===== src/inc/dbs_pkg.sv =====
// constants and types for the dynamic bus sizing data multiplexer
// assumes a single core clock and synchronous active-high reset
package dbs_pkg;
  typedef logic [1:0] dbs_siz_t;
  typedef logic [1:0] dbs_ack_t;
  // remaining-size codes
  localparam dbs_siz_t SIZ_LONG = 2'h0;
  localparam dbs_siz_t SIZ_BYTE = 2'h1;
  localparam dbs_siz_t SIZ_WORD = 2'h2;
  localparam dbs_siz_t SIZ_THREE = 2'h3;
  // acknowledge pin pair {hi_n, lo_n}
  localparam dbs_ack_t ACK_PORT32 = 2'h0;
  localparam dbs_ack_t ACK_PORT16 = 2'h1;
  localparam dbs_ack_t ACK_PORT8 = 2'h2;
  localparam dbs_ack_t ACK_WAIT = 2'h3;
  // port widths in byte lanes
  localparam logic [2:0] LANES_32 = 3'h4;
  localparam logic [2:0] LANES_16 = 3'h2;
  localparam logic [2:0] LANES_8 = 3'h1;
  // reset values
  localparam logic [31:0] ADDR_RST = 32'h0;
  localparam logic [31:0] DATA_RST = 32'h0;
  localparam logic [2:0] LEFT_RST = 3'h0;
  typedef enum logic [1:0] {
    ST_IDLE = 2'b00,
    ST_SETUP = 2'b01,
    ST_STROBE = 2'b10
  } dbs_state_t;
endpackage


===== src/inc/dbs_mux_if.sv =====
// lane routing signals shared by the sequencer and its two muxes
// assumes purely combinational muxes behind it
`timescale 1ns/1ns
interface dbs_mux_if;
  logic [1:0] siz;
  logic [1:0] ofs;
  logic [1:0] ack;
  logic [31:0] opnd;
  logic [31:0] lanes_out;
  logic [31:0] lanes_in;
  logic [31:0] merged;
  logic [2:0] cnt;
  modport wr (input siz, ofs, opnd, output lanes_out);
  modport rd (input siz, ofs, ack, opnd, lanes_in, output merged, cnt);
endinterface


===== src/rtl/dbs_data_mux.sv =====
// bus-master sequencer with dynamic bus sizing and byte lane muxing
// assumes slaves on fixed lanes answering with an active-low ack pair
//
// Overview of operation
// - remaining-size pins show bytes still to move: 01,10,11,00 for 1..4
// - size is an upper bound; a cycle may move fewer bytes
// - upper address holds long-word base, low two bits the byte offset
// - low address bits encode offset plus zero to plus three bytes
// - any operand byte can reach any lane, chosen by size and offset
// - aligned case puts the most significant byte on lanes 24..31
// - reads latch only the defined bytes per port width and offset
// - writes replicate operand bytes across lanes for every port width
// - aligned long write to word port ends on high ack alone
// - then a new cycle: one word left, offset 10, low bytes on top
// - word write to byte port takes two one-byte cycles, sizes 2 then 1
// - operand bytes numbered 0 msb to 3 lsb; word 2-3, byte 3
`timescale 1ns/1ns
module dbs_data_mux (
  input wire logic core_clk,
  input wire logic reset,
  input wire logic req_valid,
  output logic req_ready,
  input wire logic req_write,
  input wire dbs_pkg::dbs_siz_t req_size,
  input wire logic [31:0] req_addr,
  input wire logic [31:0] req_wdata,
  output logic resp_done,
  output logic [31:0] resp_rdata,
  output logic [31:0] bus_addr,
  output logic remaining_size_hi,
  output logic remaining_size_lo,
  output logic bus_strobe,
  output logic bus_read,
  output logic [31:0] bus_data_o,
  output logic bus_data_oe,
  input wire logic [31:0] bus_data_i,
  input wire logic port_ack_hi_n,
  input wire logic port_ack_lo_n
);
  import dbs_pkg::*;

  dbs_state_t state_r;
  dbs_state_t state_nxt;
  logic [31:0] addr_r;
  logic [31:0] addr_nxt;
  logic [31:0] opnd_r;
  logic [31:0] opnd_nxt;
  logic [31:0] dout_r;
  logic [2:0] left_r;
  logic [2:0] left_nxt;
  logic write_r;
  logic write_nxt;
  logic done_r;

  dbs_mux_if mx();

  dbs_wr_mux u_wr (
    .mx(mx.wr)
  );

  dbs_rd_mux u_rd (
    .mx(mx.rd)
  );

  // mux inputs
  assign mx.siz = left_r[1:0];
  assign mx.ofs = addr_r[1:0];
  assign mx.ack = {port_ack_hi_n, port_ack_lo_n};
  assign mx.opnd = opnd_r;
  assign mx.lanes_in = bus_data_i;

  // handshake decode
  wire take = req_valid && req_ready;
  wire in_strobe = (state_r == ST_STROBE);
  wire acked = in_strobe && (mx.ack != ACK_WAIT);
  wire last = acked && (mx.cnt == left_r);
  wire [2:0] req_bytes = {req_size == SIZ_LONG, req_size};
  wire [31:0] req_opnd = req_write ? req_wdata : DATA_RST;

  // next values
  assign addr_nxt = take ? req_addr :
                    acked ? addr_r + 32'(mx.cnt) : addr_r;
  assign left_nxt = take ? req_bytes :
                    acked ? left_r - mx.cnt : left_r;
  assign opnd_nxt = take ? req_opnd :
                    (acked && !write_r) ? mx.merged : opnd_r;
  assign write_nxt = take ? req_write : write_r;

  always_comb begin
    state_nxt = state_r;
    unique case (state_r)
      ST_IDLE: begin
        if (take) begin
          state_nxt = ST_SETUP;
        end
      end
      ST_SETUP: begin
        state_nxt = ST_STROBE;
      end
      ST_STROBE: begin
        // partial acceptance runs a further cycle
        if (last) begin
          state_nxt = ST_IDLE;
        end else if (acked) begin
          state_nxt = ST_SETUP;
        end
      end
      default: begin
        state_nxt = ST_IDLE;
      end
    endcase
  end

  always_ff @(posedge core_clk) begin
    if (reset) begin
      state_r <= ST_IDLE;
      addr_r <= ADDR_RST;
      left_r <= LEFT_RST;
      opnd_r <= DATA_RST;
      write_r <= 1'b0;
    end else begin
      state_r <= state_nxt;
      addr_r <= addr_nxt;
      left_r <= left_nxt;
      opnd_r <= opnd_nxt;
      write_r <= write_nxt;
    end
  end

  // lane data settles during setup, stable while strobed
  always_ff @(posedge core_clk) begin
    if (reset) begin
      dout_r <= DATA_RST;
      done_r <= 1'b0;
    end else begin
      dout_r <= mx.lanes_out;
      done_r <= last;
    end
  end

  // outputs
  assign req_ready = (state_r == ST_IDLE);
  assign resp_done = done_r;
  assign resp_rdata = opnd_r;
  assign bus_addr = addr_r;
  assign remaining_size_hi = left_r[1];
  assign remaining_size_lo = left_r[0];
  assign bus_strobe = in_strobe;
  assign bus_read = !write_r;
  assign bus_data_o = dout_r;
  assign bus_data_oe = in_strobe && write_r;

  wire [2:0] first_w = 3'h4 - left_r;
endmodule


===== src/rtl/dbs_rd_mux.sv =====
// read-side lane mux: merges accepted lanes into the operand
// assumes ack is the sampled acknowledge pair of the current cycle
`timescale 1ns/1ns
module dbs_rd_mux (
  dbs_mux_if.rd mx
);
  import dbs_pkg::*;
  logic [1:0] first;
  logic [1:0] start;
  logic [2:0] width;
  logic [2:0] avail;
  logic [2:0] left;
  assign first = 2'h0 - mx.siz;
  assign left = {mx.siz == SIZ_LONG, mx.siz};
  // fixed lanes per port width
  assign start = (mx.ack == ACK_PORT32) ? mx.ofs :
                 (mx.ack == ACK_PORT16) ? {1'b0, mx.ofs[0]} : 2'h0;
  assign width = (mx.ack == ACK_PORT32) ? LANES_32 :
                 (mx.ack == ACK_PORT16) ? LANES_16 : LANES_8;
  assign avail = width - {1'b0, start};
  // bytes accepted never exceed what was signalled
  assign mx.cnt = (left < avail) ? left : avail;
  genvar j;
  for (j = 0; j < 4; j++) begin : g_byte
    logic [1:0] rel;
    logic [1:0] lane;
    logic hit;
    assign rel = 2'(j) - first;
    assign lane = start + rel;
    assign hit = (2'(j) >= first) && ({1'b0, rel} < mx.cnt);
    assign mx.merged[31 - 8 * j -: 8] =
      hit ? mx.lanes_in[31 - 8 * lane -: 8] : mx.opnd[31 - 8 * j -: 8];
  end
endmodule


===== src/rtl/dbs_wr_mux.sv =====
// write-side lane mux: replicates operand bytes onto all four lanes
// assumes siz and ofs come from registers of the sequencer
`timescale 1ns/1ns
module dbs_wr_mux (
  dbs_mux_if.wr mx
);
  import dbs_pkg::*;
  logic [1:0] first;
  logic [1:0] sel [4];
  // first operand byte still to move
  assign first = 2'h0 - mx.siz;
  // top lane always carries the first byte, for byte ports
  assign sel[0] = first;
  assign sel[1] = mx.ofs[0] ? first : first + 2'h1;
  assign sel[2] = (mx.ofs == 2'h3) ? first : first + 2'h2 - mx.ofs;
  assign sel[3] = first + 2'h3 - mx.ofs;
  genvar k;
  for (k = 0; k < 4; k++) begin : g_lane
    assign mx.lanes_out[31 - 8 * k -: 8] = mx.opnd[31 - 8 * sel[k] -: 8];
  end
endmodule


===== config.mk =====
export PLATFORM = sky130hd
export DESIGN_NAME = dbs_data_mux
export DESIGN_NICKNAME = d
export VERILOG_FILES = /design/src/inc/dbs_pkg.sv /design/src/inc/dbs_mux_if.sv /design/src/rtl/dbs_data_mux.sv /design/src/rtl/dbs_rd_mux.sv /design/src/rtl/dbs_wr_mux.sv
export SDC_FILE = /design/constraint.sdc
export NUM_CORES = 1
export LEC_CHECK = 0
export ABC_AREA = 1
export BUFFER_PORTS_ARGS = -buffer_cell sky130_fd_sc_hd__clkbuf_2
export CAP_MARGIN = 20
export CORE_MARGIN = 1
export CORE_UTILIZATION = 30
export CTS_CLUSTER_SIZE = 14
export DETAILED_ROUTE_END_ITERATION = 16
export SLEW_MARGIN = 10
export SYNTH_ARGS = -nofsm -noshare
export SYNTH_HDL_FRONTEND = slang
export SYNTH_SLANG_ARGS = --single-unit

===== constraint.sdc =====
create_clock -name core_clk -period 7.75 [get_ports core_clk]
set_clock_uncertainty 0.15 [all_clocks]
set_input_delay 0.775 -clock core_clk [delete_from_list [all_inputs] [get_ports core_clk]]
set_output_delay 0.775 -clock core_clk [all_outputs]
set_load 0.02 [all_outputs]

==> flow_summary.yaml <==
synth:
  synthFlopType: "dfxtp_1"
  synth.top_cell.area_share: 0.282
  synth_cell_type_count: 45
  yosys-top-cells-area: "dfxtp_1 (28%), nand2_1 (17%), nor2_1 (9.8%)"
  synth_nets: 1323
  ys_seq_elements: 103
  yosysSeqAreaShare: 0.282
  yosysWarnings: 0
  syn_area_sq_um: 7320
  synth-async-reset-ratio: 0
  postSynthAreaPerCell_sq_um: 6.12
  synth_common_cells: "nand2_1 (328), nor2_1 (192), o21ai_0 (117), dfxtp_1 (103), inv_1 (101)"
  yosysTopAreaCell: "dfxtp_1"
  synth_edf_count: 0
  yosysMostFrequentCell: "nand2_1"
  syn_inst: 1195
clock_tree:
  clockRootBuffer: "clkbuf_16"
  clk_pin_slew_ns: 0.08
  cts.path.max_buffers: 2
  post-cts-setup-buffer-count: 0
  h-tree-depth: 3
  cts_hold_buf: 0
  clk_latency_ns: 0.36
  cts_sinks: 103
  numCtsBuffers: 9
  ctsResizeCount: 0
  cts_tree: "built"
detailed_routing:
  wl_microns: 26400
  wire_per_inst_microns: 15.7
  drc: 0
  ant_nets: 0
  vias: 8273
  viasPerCell: 4.91
  drt-initial-drc-count: 603
  drtPass1Iterations: 5
placement:
  routabilityCongestion: 0.933
  io_buffers: 206
  dpl_cell_area_sq_um: 8490
  dp_hpwl_microns: 20300
  placed_cells: 1667
floorplanning:
  start_util: 0.309
  rows: 56
  die-area_sq_um: 25000
  die_w_microns: 158
  core_area_sq_um: 23700
  chipHeight_microns: 158
  pin_count: 207
timing:
  slew_headroom: 0.309
  clock.fmax_ghz: 0.225
  setup-tns-final_ns: 0
  slew_violations: 0
  period_needed_ns: 4.45
  rsz0062_at_grt: "false"
  hold_viol: 0
  worst_pin_slew_ns: 1.03
  setup_viol_count_final: 0
  fin_crit_sh: 0.574
global_route:
  grt_use_total: 0.213
  overflow: 0
  grt_pass1_vias: 7547
  grt_pass1_wl_microns: 40900
  grt_max_degree: 118
  antenna_found_initial: 0
power_and_ir_drop:
  power.switching_w: 0.00116
  p_int_w: 0.00126
  power_frac_clock: 0.203
  p_per_area_nw_per_um2: 274
  p_leak_nw: 4.05
  p_comb_frac: 0.488
  ir_worst_vdd_mv: 0.0977
  switching_share: 0.478
  p_seq_frac: 0.310
  total_power_w: 0.00242
critical_path:
  crit_path_max_fanout: 6
  arrival_ns: 4.53
  cp.required_ns: 7.83
  setup.worst_path.end_class: "flop"
  cpMaxStageDelayCell: "dfxtp_1"
  cp-start-kind: "flop"
  crit_path_max_incr_delay_ns: 0.45
  critical_path_class: "reg2reg"
final_layout:
  nFillCells: 2665
  drive_above_1_share: 0.200
  design_area_sq_um: 8820
  final_util: 0.373
  fin_cells: 1685
  seq_area_sq_um: 2060
  layout.nets: 1488
  multi_input_area_sq_um: 4560
  syn2layout_area_growth_pct: 20.6
worst_hold_path:
  hold_path.class: "reg2reg"
run:
  drv_cap: 0
run_status:
  status: "completed"
## metrics by stage
| stage | hold slack [ns] | worst slack (ns) |
|---|---|---|
| final | 0.367 | 3.30 |
| after detailed placement | 0.349 | 3.05 |
| after CTS | 0.361 | 3.34 |
| after floorplan | 0.373 | 3.67 |
| after global placement | 0.343 | 3.17 |
| after global routing | 0.398 | 2.84 |
## cells in the final DEF, fill, tap and decap left out, types with 2 or more instances in the layout
cell | netlist | final
o22ai_1 | 8 | 8
inv_4 | 2 | 2
nor2_4 | 2 | 2
or2_2 | 5 | 5
fa_1 | 2 | 2
inv_1 | 101 | 101
o21a_1 | 3 | 3
a221oi_1 | 8 | 8
buf_4 | 3 | 3
nand2_8 | 3 | 3
o211ai_1 | 5 | 5
xor2_1 | 2 | 2
dfxtp_1 | 103 | 103
nor3_1 | 5 | 5
nand3_1 | 90 | 90
a21oi_1 | 76 | 75
xnor2_1 | 2 | 2
nand2_4 | 7 | 7
nand4_1 | 2 | 2
clkinv_4 | 1 | 2
ha_1 | 22 | 22
a31oi_1 | 10 | 10
nor2_1 | 192 | 192
o21ai_0 | 117 | 117
o21bai_1 | 5 | 5
nand2_1 | 328 | 328
clkbuf_16 | 0 | 9
a21oi_4 | 3 | 3
nand2_2 | 2 | 2
inv_8 | 0 | 2
nand3b_1 | 5 | 5
a21oi_2 | 10 | 11
nand3_2 | 2 | 2
inv_2 | 4 | 4
o21ai_4 | 2 | 2
clkbuf_2 | 0 | 206
a211oi_1 | 3 | 3
## path summary, 6_finish.rpt
check | start | endpoint | slack [ns] | cells past startpoint
worst min register to register | bus_addr[31] | bus_addr[31] | 0.37 | 2
worst max register to register | bus_addr[0] | bus_addr[18] | 3.30 | 25
worst min-delay path | bus_addr[31] | bus_addr[31] | 0.37 | 2
worst max-delay path | bus_addr[0] | bus_addr[18] | 3.30 | 25
## final cells by class
type                       instances  share of cell area
multi-input combinational        927               0.517
sequential                       103               0.234
timing repair buffer             210               0.121
inverter                         109              0.0475
tap                              319              0.0452
clock buffer                       9              0.0255
clock inverter                     7              0.0102
antenna                            1            0.000284
## routing by layer
metal  vias up  track usage  routed length (microns)
li1       4206            -                        -
met1      3695        0.285                    11900
met2       340        0.347                    12000
met3        32       0.0345                     2030
met4         0       0.0701                      571
met5         -            0                        0
## power by group through the flow
stage	registers [W]	logic (W)	clock network, W
2_1_floorplan	0.000851	0.000721	0
3_3_place_gp	0.000759	0.00116	0
3_5_place_dp	0.000761	0.00117	0
4_1_cts	0.000748	0.00118	0.000501
5_1_grt	0.000763	0.00132	0.000518
6_report	0.000749	0.00118	0.000490
## cell families (layout without fill, tap and decap cells)
logic type | count (synthesis) | in the layout | synth area share
AOI/OAI and AO/OA | 253 | 253 | 0.200
xor gates and xnor gates | 4 | 4 | 0.00479
adders and majority gates | 24 | 24 | 0.0431
buffers and inverters | 165 | 335 | 0.0956
DFF | 103 | 103 | 0.282
other | 0 | 1 | 0
and+or+nand+nor | 646 | 646 | 0.374
## flip-flops by register name (all words and copies together), names as in the netlist
signal / cells
resp_rdata: 32
bus_addr: 32
state_r: 2
write_r: 1
bus_data_o: 32
left_r: 3
resp_done: 1
## worst max-delay path, delay by kind of cell (launching register included)
kind            cells  cell delay [ns]
buf+inv             5             0.40
fa+ha+maj           5             1.32
compound gates      4             0.67
simple gates       11             1.33
flops               1             0.45
(Power assumes the default switching activity.)
